==> src/hdl/rcf_regs.svh <==
// Purpose: constants for the core fetch and memory port
// Assumes: included by its bare name wherever the constants are needed
// Notes: encodings of size and cycle type are shared with the memory side
`ifndef RCF_REGS_SVH
`define RCF_REGS_SVH

// transfer size on the shared bus
`define RCF_SZ_BYTE 2'h0
`define RCF_SZ_HALF 2'h1
`define RCF_SZ_WORD 2'h2

// bus cycle type
`define RCF_CYC_INTERNAL 2'h0
`define RCF_CYC_NONSEQ 2'h2
`define RCF_CYC_SEQ 2'h3

// data operation requested by the execute stage
`define RCF_DOP_NONE 2'h0
`define RCF_DOP_LOAD 2'h1
`define RCF_DOP_STORE 2'h2
`define RCF_DOP_SWAP 2'h3

// program counter step per state
`define RCF_STEP_WIDE 32'h4
`define RCF_STEP_COMPACT 32'h2

// upper half given to an expanded compact instruction
`define RCF_XPAND_PREFIX 16'hF7F0

`endif

==> src/hdl/rcf_pkg.sv <==
// Purpose: types for the core fetch and memory port
// Assumes: constants live in rcf_regs.svh
// Notes: structs carry the execute-stage requests into the port
package rcf_pkg;

  typedef enum logic [1:0] {
    RCF_ST_IDLE = 2'b00,
    RCF_ST_FETCH = 2'b01,
    RCF_ST_DREAD = 2'b10,
    RCF_ST_DWRITE = 2'b11
  } rcf_bus_st_t;

  typedef struct packed {
    logic valid;
    logic [1:0] op;
    logic [1:0] size;
    logic [31:0] addr;
    logic [31:0] wdata;
  } rcf_dreq_t;

  typedef struct packed {
    logic bx;
    logic exc;
    logic ret;
    logic [31:0] target;
  } rcf_flow_t;

endpackage : rcf_pkg

==> src/hdl/rcf_core_port.sv <==
// Purpose: fetch, decode and execute hand-off plus the shared memory port of the core
// Assumes: execute logic holds DATA_REQ until DATA_DONE and pulses FLOW bits for one cycle
// Notes: one bus cycle in flight at a time; data accesses take priority over fetches
`timescale 1ns/1ps
`default_nettype none
`include "rcf_regs.svh"
module rcf_core_port
  import rcf_pkg::*;
(
  input wire logic CLK,
  input wire logic RST,
  output logic [31:0] MEM_ADDR,
  output logic [1:0] MEM_TRANS,
  output logic [1:0] MEM_SIZE,
  output logic MEM_WRITE,
  output logic [31:0] MEM_WDATA,
  input wire logic [31:0] MEM_RDATA,
  input wire logic MEM_READY,
  input wire rcf_dreq_t DATA_REQ,
  output logic DATA_DONE,
  output logic [31:0] DATA_RDATA,
  input wire rcf_flow_t FLOW,
  output logic EXEC_VALID,
  output logic [31:0] EXEC_INSTR,
  output logic EXEC_COMPACT,
  output logic [31:0] CORE_PC,
  output logic CORE_COMPACT
);
  // force the low address bits of a half or word transfer to zero; bytes pass through
  function automatic logic [31:0] align_addr(input logic [31:0] a, input logic [1:0] sz);
    if (sz == `RCF_SZ_WORD) begin
      align_addr = {a[31:2], 2'b00};
    end else if (sz == `RCF_SZ_HALF) begin
      align_addr = {a[31:1], 1'b0};
    end else begin
      align_addr = a;
    end
  endfunction : align_addr
  // replicate write data across every lane it may land on
  function automatic logic [31:0] lane_wr(input logic [31:0] d, input logic [1:0] sz);
    if (sz == `RCF_SZ_BYTE) begin
      lane_wr = {4{d[7:0]}};
    end else if (sz == `RCF_SZ_HALF) begin
      lane_wr = {2{d[15:0]}};
    end else begin
      lane_wr = d;
    end
  endfunction : lane_wr
  // pick read data off its lane, little-endian only
  function automatic logic [31:0] lane_rd(input logic [31:0] d, input logic [1:0] a,
                                          input logic [1:0] sz);
    logic [31:0] sh;
    sh = d >> {a, 3'b000};
    if (sz == `RCF_SZ_BYTE) begin
      lane_rd = {24'h000000, sh[7:0]};
    end else if (sz == `RCF_SZ_HALF) begin
      lane_rd = {16'h0000, sh[15:0]};
    end else begin
      lane_rd = d;
    end
  endfunction : lane_rd
  // map a compact instruction into a reserved slice of the wide code space
  function automatic logic [31:0] expand16(input logic [15:0] c);
    expand16 = {`RCF_XPAND_PREFIX, c};
  endfunction : expand16
  rcf_bus_st_t st_r, st_nxt;
  logic [31:0] addr_r, addr_nxt;
  logic [1:0] trans_r, trans_nxt;
  logic [1:0] size_r, size_nxt;
  logic write_r, write_nxt;
  logic [31:0] wdata_r, wdata_nxt;
  logic done_r, done_nxt;
  logic [31:0] rdata_r, rdata_nxt;
  logic seq_ok_r, seq_ok_nxt;
  logic kill_r, kill_nxt;
  logic [31:0] pc_r, pc_nxt;
  logic compact_r, compact_nxt;
  logic saved_r, saved_nxt;
  logic dec_valid_r, dec_valid_nxt;
  logic [31:0] dec_instr_r, dec_instr_nxt;
  logic dec_compact_r, dec_compact_nxt;
  logic exe_valid_r, exe_valid_nxt;
  logic [31:0] exe_instr_r, exe_instr_nxt;
  logic exe_compact_r, exe_compact_nxt;
  logic bus_done;
  logic flush;
  logic dreq_ok;
  logic dbusy;
  logic drain;
  logic fill;
  always_comb begin
    bus_done = (st_r != RCF_ST_IDLE) && MEM_READY;
    flush = FLOW.bx || FLOW.exc || FLOW.ret;
    // the request is already served while DATA_DONE is high
    dreq_ok = DATA_REQ.valid && (DATA_REQ.op != `RCF_DOP_NONE) && !done_r;
    dbusy = dreq_ok || (st_r == RCF_ST_DREAD) || (st_r == RCF_ST_DWRITE);
    drain = dec_valid_r && !dbusy && !flush;
    fill = (st_r == RCF_ST_FETCH) && bus_done && !kill_r && !flush;
  end
  // program counter and instruction state
  always_comb begin
    pc_nxt = pc_r;
    compact_nxt = compact_r;
    saved_nxt = saved_r;
    if (FLOW.exc) begin
      saved_nxt = compact_r;
      compact_nxt = 1'b0;
      pc_nxt = {FLOW.target[31:2], 2'b00};
    end else if (FLOW.ret) begin
      compact_nxt = saved_r;
      pc_nxt = saved_r ? {FLOW.target[31:1], 1'b0} : {FLOW.target[31:2], 2'b00};
    end else if (FLOW.bx) begin
      // only the state flag and PC move; mode and registers live elsewhere and stay put
      compact_nxt = FLOW.target[0];
      pc_nxt = FLOW.target[0] ? {FLOW.target[31:1], 1'b0} : {FLOW.target[31:2], 2'b00};
    end else if (fill) begin
      pc_nxt = pc_r + (compact_r ? `RCF_STEP_COMPACT : `RCF_STEP_WIDE);
    end
  end
  always_ff @(posedge CLK) begin
    if (RST) begin
      pc_r <= 32'h00000000;
      compact_r <= 1'b0;
      saved_r <= 1'b0;
    end else begin
      pc_r <= pc_nxt;
      compact_r <= compact_nxt;
      saved_r <= saved_nxt;
    end
  end
  // bus state machine; one cycle in flight, launched from idle except a swap's write, which follows its read directly
  always_comb begin
    st_nxt = st_r;
    addr_nxt = addr_r;
    trans_nxt = trans_r;
    size_nxt = size_r;
    write_nxt = write_r;
    wdata_nxt = wdata_r;
    done_nxt = 1'b0;
    rdata_nxt = rdata_r;
    seq_ok_nxt = seq_ok_r;
    kill_nxt = kill_r;
    if (flush) begin
      seq_ok_nxt = 1'b0;
      kill_nxt = (st_r == RCF_ST_FETCH) && !bus_done;
    end
    case (st_r)
      RCF_ST_IDLE: begin
        if (dreq_ok) begin
          st_nxt = (DATA_REQ.op == `RCF_DOP_STORE) ? RCF_ST_DWRITE : RCF_ST_DREAD;
          addr_nxt = align_addr(DATA_REQ.addr, DATA_REQ.size);
          trans_nxt = `RCF_CYC_NONSEQ;
          size_nxt = DATA_REQ.size;
          write_nxt = (DATA_REQ.op == `RCF_DOP_STORE);
          wdata_nxt = lane_wr(DATA_REQ.wdata, DATA_REQ.size);
          seq_ok_nxt = 1'b0;
        end else if (!flush && (!dec_valid_r || drain)) begin
          // fetch shares the same bus; a data access breaks the sequential run
          st_nxt = RCF_ST_FETCH;
          addr_nxt = compact_r ? {pc_r[31:1], 1'b0} : {pc_r[31:2], 2'b00};
          trans_nxt = seq_ok_r ? `RCF_CYC_SEQ : `RCF_CYC_NONSEQ;
          size_nxt = compact_r ? `RCF_SZ_HALF : `RCF_SZ_WORD;
          write_nxt = 1'b0;
        end else begin
          trans_nxt = `RCF_CYC_INTERNAL;
        end
      end
      RCF_ST_FETCH: begin
        if (bus_done) begin
          st_nxt = RCF_ST_IDLE;
          trans_nxt = `RCF_CYC_INTERNAL;
          kill_nxt = 1'b0;
          seq_ok_nxt = !kill_r && !flush;
        end
      end
      RCF_ST_DREAD: begin
        if (bus_done) begin
          rdata_nxt = lane_rd(MEM_RDATA, addr_r[1:0], size_r);
          if (DATA_REQ.op == `RCF_DOP_SWAP) begin
            st_nxt = RCF_ST_DWRITE;
            trans_nxt = `RCF_CYC_NONSEQ;
            write_nxt = 1'b1;
            wdata_nxt = lane_wr(DATA_REQ.wdata, size_r);
          end else begin
            st_nxt = RCF_ST_IDLE;
            trans_nxt = `RCF_CYC_INTERNAL;
            done_nxt = 1'b1;
          end
        end
      end
      RCF_ST_DWRITE: begin
        if (bus_done) begin
          st_nxt = RCF_ST_IDLE;
          trans_nxt = `RCF_CYC_INTERNAL;
          write_nxt = 1'b0;
          done_nxt = 1'b1;
        end
      end
      default: begin
        st_nxt = RCF_ST_IDLE;
        trans_nxt = `RCF_CYC_INTERNAL;
      end
    endcase
  end
  always_ff @(posedge CLK) begin
    if (RST) begin
      st_r <= RCF_ST_IDLE;
      addr_r <= 32'h00000000;
      trans_r <= `RCF_CYC_INTERNAL;
      size_r <= `RCF_SZ_WORD;
      write_r <= 1'b0;
      wdata_r <= 32'h00000000;
      done_r <= 1'b0;
      rdata_r <= 32'h00000000;
      seq_ok_r <= 1'b0;
      kill_r <= 1'b0;
    end else begin
      st_r <= st_nxt;
      addr_r <= addr_nxt;
      trans_r <= trans_nxt;
      size_r <= size_nxt;
      write_r <= write_nxt;
      wdata_r <= wdata_nxt;
      done_r <= done_nxt;
      rdata_r <= rdata_nxt;
      seq_ok_r <= seq_ok_nxt;
      kill_r <= kill_nxt;
    end
  end
  // decode and execute stages
  always_comb begin
    dec_valid_nxt = dec_valid_r;
    dec_instr_nxt = dec_instr_r;
    dec_compact_nxt = dec_compact_r;
    if (flush || drain) begin
      dec_valid_nxt = 1'b0;
    end
    if (fill) begin
      dec_valid_nxt = 1'b1;
      dec_compact_nxt = compact_r;
      dec_instr_nxt = compact_r ? {16'h0000, pc_r[1] ? MEM_RDATA[31:16] : MEM_RDATA[15:0]}
                                : MEM_RDATA;
    end
    exe_valid_nxt = drain;
    exe_compact_nxt = drain ? dec_compact_r : exe_compact_r;
    exe_instr_nxt = exe_instr_r;
    if (drain) begin
      exe_instr_nxt = dec_compact_r ? expand16(dec_instr_r[15:0]) : dec_instr_r;
    end
  end
  always_ff @(posedge CLK) begin
    if (RST) begin
      dec_valid_r <= 1'b0;
      dec_instr_r <= 32'h00000000;
      dec_compact_r <= 1'b0;
      exe_valid_r <= 1'b0;
      exe_instr_r <= 32'h00000000;
      exe_compact_r <= 1'b0;
    end else begin
      dec_valid_r <= dec_valid_nxt;
      dec_instr_r <= dec_instr_nxt;
      dec_compact_r <= dec_compact_nxt;
      exe_valid_r <= exe_valid_nxt;
      exe_instr_r <= exe_instr_nxt;
      exe_compact_r <= exe_compact_nxt;
    end
  end
  always_comb begin
    MEM_ADDR = addr_r;
    MEM_TRANS = trans_r;
    MEM_SIZE = size_r;
    MEM_WRITE = write_r;
    MEM_WDATA = wdata_r;
    DATA_DONE = done_r;
    DATA_RDATA = rdata_r;
    EXEC_VALID = exe_valid_r;
    EXEC_INSTR = exe_instr_r;
    EXEC_COMPACT = exe_compact_r;
    CORE_PC = pc_r;
    CORE_COMPACT = compact_r;
  end
  word_align_a: assert property (@(posedge CLK) disable iff (RST)
    (trans_r != `RCF_CYC_INTERNAL && size_r == `RCF_SZ_WORD) |-> addr_r[1:0] == 2'b00)
    else $error("word transfer on a misaligned address");
  half_align_a: assert property (@(posedge CLK) disable iff (RST)
    (trans_r != `RCF_CYC_INTERNAL && size_r == `RCF_SZ_HALF) |-> addr_r[0] == 1'b0)
    else $error("half word transfer on an odd address");
  pc_lowbits_a: assert property (@(posedge CLK) disable iff (RST)
    compact_r ? (pc_r[0] == 1'b0) : (pc_r[1:0] == 2'b00))
    else $error("program counter low bits not clear");
  write_data_a: assert property (@(posedge CLK) disable iff (RST)
    write_r |-> (st_r == RCF_ST_DWRITE && trans_r == `RCF_CYC_NONSEQ))
    else $error("write outside a data cycle");
  exc_wide_a: assert property (@(posedge CLK) disable iff (RST)
    FLOW.exc |=> (!compact_r && saved_r == $past(compact_r)))
    else $error("exception did not enter wide state");
  bx_state_a: assert property (@(posedge CLK) disable iff (RST)
    (FLOW.bx && !FLOW.exc && !FLOW.ret) |=> compact_r == $past(FLOW.target[0]))
    else $error("branch exchange state wrong");
  // a killed fetch keeps the size of the state it was launched in
  fetch_size_a: assert property (@(posedge CLK) disable iff (RST)
    (st_r == RCF_ST_FETCH && !kill_r) |-> size_r == (compact_r ? `RCF_SZ_HALF : `RCF_SZ_WORD))
    else $error("fetch size does not match state");
  byte_lane_a: assert property (@(posedge CLK) disable iff (RST)
    (write_r && size_r == `RCF_SZ_BYTE) |-> wdata_r[31:24] == wdata_r[7:0])
    else $error("byte write not on every lane");
  pipe_step_a: assert property (@(posedge CLK) disable iff (RST)
    (dec_valid_r && !dbusy && !flush) |=> EXEC_VALID ##1 !EXEC_VALID || dec_valid_r)
    else $error("decoded instruction did not reach execute");
  fetch_pc_a: assert property (@(posedge CLK) disable iff (RST)
    fill |=> pc_r == $past(pc_r) + (($past(compact_r)) ? `RCF_STEP_COMPACT : `RCF_STEP_WIDE))
    else $error("program counter did not advance past fetched instruction");

endmodule : rcf_core_port

`default_nettype wire

==> config.mk <==
export PLATFORM = sky130hd
export DESIGN_NAME = rcf_core_port
export DESIGN_NICKNAME = d
export VERILOG_FILES = /design/src/hdl/rcf_pkg.sv /design/src/hdl/rcf_core_port.sv
export VERILOG_INCLUDE_DIRS = /design/src /design/src/hdl
export SDC_FILE = /design/constraint.sdc
export NUM_CORES = 1
export LEC_CHECK = 0
export BUFFER_PORTS_ARGS = -buffer_cell sky130_fd_sc_hd__buf_4
export CAP_MARGIN = 20
export CORE_MARGIN = 8
export CORE_UTILIZATION = 50
export DETAILED_ROUTE_END_ITERATION = 8
export PLACE_DENSITY = 0.79
export RECOVER_POWER = 100
export SYNTH_ARGS = -nofsm -noshare
export SYNTH_HDL_FRONTEND = slang
export SYNTH_SLANG_ARGS = --single-unit
export TNS_END_PERCENT = 10
==> constraint.sdc <==
create_clock -name CLK -period 3.25 [get_ports CLK]
set_input_delay 0.4875 -clock CLK [delete_from_list [all_inputs] [get_ports CLK]]
set_output_delay 0.4875 -clock CLK [all_outputs]
set_load 0.01 [all_outputs]
==> flow_metrics.env, run 1 <==
export IMPL_overflow=0
export IMPL_drive_above_1_share_pct=13.56
export IMPL_drv_slew=67
export IMPL_cp_max_fo=17
export IMPL_synth_top_area_cell="dfxtp_1"
export IMPL_r2r_end="CORE_PC[22]"
export IMPL_slew_headroom_pct=-1.706
export IMPL_cts_sinks=208
export IMPL_die_area_um2=23460
export IMPL_hold_end="CORE_PC[25]"
export IMPL_p_leak_nw=4.367
export IMPL_finalNonFillerCells=1694
export IMPL_yosysSeqAreaShare_pct=44.26
export IMPL_drv_cap=2
export IMPL_ys_flop_type="dfxtp_1"
export IMPL_synth_edf_count=0
export IMPL_dpl_hpwl_mm=23.06
export IMPL_die_w_um=153.2
export IMPL_cp_start_kind="flip-flop"
export IMPL_holdPathStages=3
export IMPL_rsz0062_at_grt="no"
export IMPL_post_route_period_util_pct=83.63
export IMPL_finalHoldViolCount=0
export IMPL_r2r_start="CORE_COMPACT"
export IMPL_grt_pass1_wl_mm=49.50
export IMPL_critPathCaptureType="flip-flop"
export IMPL_diodes=0
export IMPL_synthCells=1188
export IMPL_insertion_delay_ns=0.50
export IMPL_synth_top_area_share_pct=44.26
export IMPL_dr_first_iter_drc_count=840
export IMPL_skew_ns=0.01303
export IMPL_path_class="reg -> reg"
export IMPL_drt_total_wl_mm=31.87
export IMPL_wl_met2_mm=14.67
export IMPL_grt_pass1_vias=9110
export IMPL_drtPass1Iterations=7
export IMPL_num_vias=9734
export IMPL_core_rowCount=50
export IMPL_syn_area_per_cell_um2=7.919
export IMPL_vias_per_cell=5.746
export IMPL_crit_required_ns=3.60
export IMPL_worst_slew_pin_slew_ns=1.526
export IMPL_dp_cells=1654
export IMPL_reg2reg_depth=8
export IMPL_synth_cell_type_count=50
export IMPL_ir_worst_vdd_mv=0.3656
export IMPL_root_buffer="clkbuf_16"
export IMPL_setup_tns_final_ns=0
export IMPL_hp_class="in -> reg"
export IMPL_cts_resized=0
export IMPL_cts_buffers=23
export IMPL_synth_warnings=0
export IMPL_syn_nets=1330
export IMPL_ios=308
export IMPL_min_period_ns=2.718
export IMPL_portBuffers=307
export IMPL_p_per_area_nw_per_um2=537.5
export IMPL_status="complete, but fails checks"
export IMPL_dp_slack_ns=0.7864
export IMPL_async_reset_ff_share_pct=0
export IMPL_top_layer_used="met4"
export IMPL_drcViolationCount=0
export IMPL_final_nets=1587
export IMPL_fmax_ghz=0.3679
export IMPL_synth_seq_cells=208
export IMPL_gp_congestion=0.9139
export IMPL_critical_path_arrival_ns=3.06
export IMPL_cts_setup_buffers=0
export IMPL_holdCritStartpoint="FLOW[25]"
export IMPL_setup_slack_ns=0.5322
export IMPL_drtAntennaViolNets=0
export IMPL_clk_path_buf_depth=3
export IMPL_coreArea_um2=18580
export IMPL_synthTopCellsByArea="dfxtp_1 44%, nand2_1 8.5%, nor2_1 6.9%, a311oi_1 5.6%, mux2i_1 5.5%"
export IMPL_syn_area_um2=9408
export IMPL_grtUsageTotal_pct=25.50
export IMPL_grt_max_degree=87
export IMPL_htreeDepth=1
export IMPL_setup_viol=0
export IMPL_cts_hold_buf=0
export IMPL_clk_pin_slew_ns=0.06
export IMPL_wl_per_cell_um=18.82
export IMPL_initial_core_util_pct=50.63
export IMPL_wl_met3_mm=2.752
export IMPL_violations="capacitance limit, slew limit"
export IMPL_die_h_um=153.2
export IMPL_area_growth_syn_to_layout_pct=26.61
export IMPL_cts_tree="built"
export IMPL_rrSetupSlack_ns=0.53
export IMPL_met1_length_mm=13.47
export IMPL_antenna_found_initial=0
## per-layer routing
layer	GRT usage (%)	vias up
met5	0	-
met4	9.755	0
met3	6.315	64
met2	41.76	441
met1	31.80	4517
li1	-	4712
## state kept, by name (all words and copies together) (netlist names)
register and flops:
EXEC_VALID 1, kill_r 1, MEM_SIZE 2, DATA_DONE 1, CORE_COMPACT 1, EXEC_INSTR 32
MEM_ADDR 32, saved_r 1, dec_valid_r 1, MEM_TRANS 2, DATA_RDATA 32, dec_compact_r 1
MEM_WDATA 32, seq_ok_r 1, CORE_PC 32, EXEC_COMPACT 1, MEM_WRITE 1, st_r 2
dec_instr_r 32
## cell usage after synthesis, drive strengths merged, types with 2 or more instances
master,instances
a2bb2oi,8
buf,14
nand3,60
a21oi,84
ha,2
nand2,214
o221ai,8
a211oi,44
nand3b,5
inv,9
or3,7
nor4bb,3
dfxtp,208
o21ai,32
nor4,4
nor3,45
nand4,13
o211ai,2
nor2,174
a311oi,60
xnor2,12
o22ai,2
xor2,13
nor2b,5
clkbuf,86
mux2i,53
nand2b,7
## worst max-delay path by stage
stage / from / end / slack (ns) / cells past startpoint
after floorplan: CORE_COMPACT / CORE_PC[10] / 0.71 / 8
after global placement: st_r[1] / MEM_WDATA[15] / 0.85 / 6
after detailed placement: st_r[1] / MEM_WDATA[15] / 0.79 / 6
after CTS: st_r[1] / MEM_WDATA[11] / 0.76 / 6
after global routing: CORE_COMPACT / CORE_PC[22] / 0.33 / 8
final: CORE_COMPACT / CORE_PC[22] / 0.53 / 8
## final cells by class
class                   instances  area, um^2
fillers                      1759        6669
multi-input cells             870        4817
flip-flops and latches        208        4165
repair buffers                332        1854
clock buffers                  36       674.4
well taps                     234       292.8
clock inverters                 4       70.07
inverters                      10       37.54
## through the flow
step / area, um^2 / utilization [%] / hold WS (ns) / power (W)
2_1_floorplan: 9408 / - / 0.4320 / 0.003430
3_3_place_gp: 11870 / 63.89 / 0.4226 / 0.003959
3_5_place_dp: 11900 / 64.04 / 0.4206 / 0.003982
4_1_cts: 12640 / 68.05 / 0.1709 / 0.006556
5_1_grt: 11910 / 64.11 / 0.1875 / 0.006664
6_report: 11910 / 64.11 / 0.1824 / 0.006403
## cell usage in the layout (no fill, tap or decap), types with 43 or more instances in the layout
cell / n
dfxtp_1: 207
a311oi_1: 60
a211oi_1: 43
nand2_1: 214
nand3_1: 60
mux2i_1: 52
buf_4: 149
nor2_1: 172
nor3_1: 45
clkbuf_1: 183
a21oi_1: 83
## cell families after synthesis
family,Yosys count,synth area share (%)
simple gates,542,24.95
compound gates,247,17.76
flops,208,44.26
buf+inv,110,4.548
mux,53,5.679
xor+xnor,25,2.327
fa+ha+maj,3,0.4788
## power breakdown
group / total (W) / leakage, nW / internal [W] / switching, W
registers: 0.00283 / 1.70 / 0.00270 / 0.000133
logic: 0.000990 / 2.30 / 0.000402 / 0.000588
clock network: 0.00258 / 0.365 / 0.00157 / 0.00101
## critical path: stages (launching register included)
cell and delay [ns]:
dfxtp_1 0.43, clkinv_1 0.09, clkbuf_1 0.29, ha_1 0.38, a21oi_1 0.13, or4_4 0.54
nor4_1 0.43, xnor2_1 0.18, a211oi_2 0.09
Note: power is estimated with default switching activity, not from simulation.
==> run 2: changes to the inputs <==
--- a/config.mk
+++ b/config.mk
@@ -9,9 +9,9 @@
 export BUFFER_PORTS_ARGS = -buffer_cell sky130_fd_sc_hd__buf_4
 export CAP_MARGIN = 20
 export CORE_MARGIN = 8
-export CORE_UTILIZATION = 50
+export CORE_UTILIZATION = 46
 export DETAILED_ROUTE_END_ITERATION = 8
-export PLACE_DENSITY = 0.79
+export PLACE_DENSITY = 0.77
 export RECOVER_POWER = 100
 export SYNTH_ARGS = -nofsm -noshare
 export SYNTH_HDL_FRONTEND = slang
==> constraint.sdc (replaced) <==
create_clock -name CLK -period 2.3 [get_ports CLK]
set_input_delay 0.345 -clock CLK [delete_from_list [all_inputs] [get_ports CLK]]
set_output_delay 0.345 -clock CLK [all_outputs]
set_load 0.01 [all_outputs]
==> run 2 against run 1 <==
  * The flow now finishes without violations
  * Critical path depth fell by 1
  * Sequential power rose by 41%
  * Global-route usage fell by 1.2 points
  * Worst hold slack got worse by 0.14 ns
  * Worst setup slack got worse by 0.38 ns
  * Wire length rose by 2.8%
  * Flip-flop and latch count did not move
  * Combinational power rose by 46%
  * Non-clock buffer count rose by 16
  * Sequential share of layout area fell by 0.60 points
  * Utilization fell by 4.0 points
  * Die area rose by 7.8%
  * Critical path type unchanged
==> flow_metrics.env, run 2 (same netlist as run 1, synthesis figures left out) <==
export IMPL_status="finished clean"
export IMPL_finalPower_w=0.009256
export IMPL_skew_ns=0.01402
export IMPL_drt_total_wl_mm=32.75
export IMPL_vias_per_cell=5.630
export IMPL_grtUsageTotal_pct=24.29
export IMPL_area_growth_syn_to_layout_pct=28.93
export IMPL_dpl_hpwl_mm=23.67
export IMPL_clk_path_buf_depth=3
export IMPL_ir_worst_vdd_mv=0.4815
export IMPL_slew_headroom_pct=23.30
export IMPL_drive_above_1_share_pct=15.27
export IMPL_whs_ns=0.03993
export IMPL_layout_common_cells="214 x nand2_1, 206 x dfxtp_1, 175 x clkbuf_1"
export IMPL_drtAntennaViolNets=0
export IMPL_crit_required_ns=2.64
export IMPL_regArea_um2=4169
export IMPL_critPathCaptureType="flip-flop"
export IMPL_post_route_period_util_pct=93.24
export IMPL_cts_sinks=208
export IMPL_ios=308
export IMPL_final_nets=1603
export IMPL_finalHoldViolCount=0
export IMPL_worst_slew_pin_slew_ns=1.151
export IMPL_num_vias=9813
export IMPL_gp_congestion=0.8751
export IMPL_cts_buffers=23
export IMPL_coreArea_um2=20170
export IMPL_path_class="reg -> reg"
export IMPL_nFillCells=2001
export IMPL_rsz0062_at_grt="no"
export IMPL_multi_input_area_um2=4837
export IMPL_critPathTopFamily="simple AND/OR/NAND/NOR gates"
export IMPL_overflow=0
export IMPL_drtPass1Iterations=8
export IMPL_grt_max_degree=78
export IMPL_finalInstanceArea_um2=12130
export IMPL_p_leak_nw=4.479
export IMPL_htreeDepth=1
export IMPL_die_area_um2=25280
export IMPL_die_h_um=159.0
export IMPL_cts_hold_buf=0
export IMPL_initial_core_util_pct=46.64
export IMPL_cts_tree="built"
export IMPL_clk_pin_slew_ns=0.06
export IMPL_critPathMaxStageDelay_ns=0.55
export IMPL_min_period_ns=2.145
export IMPL_wl_per_cell_um=18.79
export IMPL_grt_pass1_vias=9536
export IMPL_diodes=0
export IMPL_layout_commonest_cell="nand2_1"
export IMPL_hp_class="in -> reg"
export IMPL_drv_slew=0
export IMPL_cp_start_kind="flip-flop"
export IMPL_slowest_stage="or4_4"
export IMPL_portBuffers=307
export IMPL_insertion_delay_ns=0.51
export IMPL_antenna_found_initial=0
export IMPL_place_area_um2=12060
export IMPL_fmax_ghz=0.4663
export IMPL_drcViolationCount=0
export IMPL_setup_tns_final_ns=0
export IMPL_core_rowCount=52
export IMPL_dr_first_iter_drc_count=704
export IMPL_p_per_area_nw_per_um2=763.1
export IMPL_crit_chain="clkinv_2, ha_1, a21oi_1, or4_4, nor4_2, xnor2_1, a211oi_2"
export IMPL_root_buffer="clkbuf_16"
export IMPL_critical_path_arrival_ns=2.48
export IMPL_drv_cap=0
export IMPL_grt_pass1_wl_mm=51.75
export IMPL_setup_viol=0
export IMPL_die_w_um=159.0
export IMPL_cp_max_fo=12
export IMPL_cp_num_buf_inv=1
-- run 2: layout make-up --
cell class                      instances  share of cell area [%]
Timing Repair Buffer                  348                   16.23
Multi-Input combinational cell        870                   39.88
Inverter                               10                  0.3198
Clock buffer                           29                   5.178
Clock inverter                          8                   1.238
Sequential cell                       208                   34.37
Tap cell                              270                   2.785
-- run 2: path summary, 6_finish.rpt --
kind	start	endpoint	slack, ns	cells past startpoint
max	CORE_COMPACT	CORE_PC[22]	0.16	7
min	FLOW[26]	CORE_PC[26]	0.04	3
max reg2reg	CORE_COMPACT	CORE_PC[22]	0.16	7
min reg2reg	CORE_PC[0]	CORE_PC[0]	0.43	2
-- run 2: what timing repair did --
action | in CTS | in global routing
buffers inserted | 0 | 1
gates resized for setup | 0 | 3
endpoints found under the setup margin | 0 | 3
-- run 2: stage by stage --
step,setup slack (ns),utilization [%],instances
4_1_cts,0.07031,63.65,1742
3_5_place_dp,0.1265,59.79,1705
6_report,0.1554,60.14,1743
3_3_place_gp,0.1975,59.79,1705
2_1_floorplan,0.03398,-,1188
5_1_grt,0.01195,60.14,1743
-- run 2: power breakdown --
| part | internal, W | total, W | switching, W |
|---|---|---|---|
| clock network | 0.00237 | 0.00383 | 0.00146 |
| logic | 0.000587 | 0.00145 | 0.000868 |
| registers | 0.00381 | 0.00398 | 0.000165 |
| total | 0.00677 | 0.00926 | 0.00249 |
-- run 2: tightest hold or removal path, delay by kind of cell --
kind	cells	cell delay [ns]
and+or+nand+nor	1	0.03
buffers and inverters	1	0.08
AOI/OAI and AO/OA	1	0.05
-- run 2: metal layers --
layer	wire [um]	share of wire, %	vias up	GRT usage, %
li1	-	-	4719	-
met5	0	0	-	0
met1	13640	42	4553	30.61
met4	1330	4.1	0	10.33
met2	14960	46	455	38.83
met3	2817	8.6	86	6.179
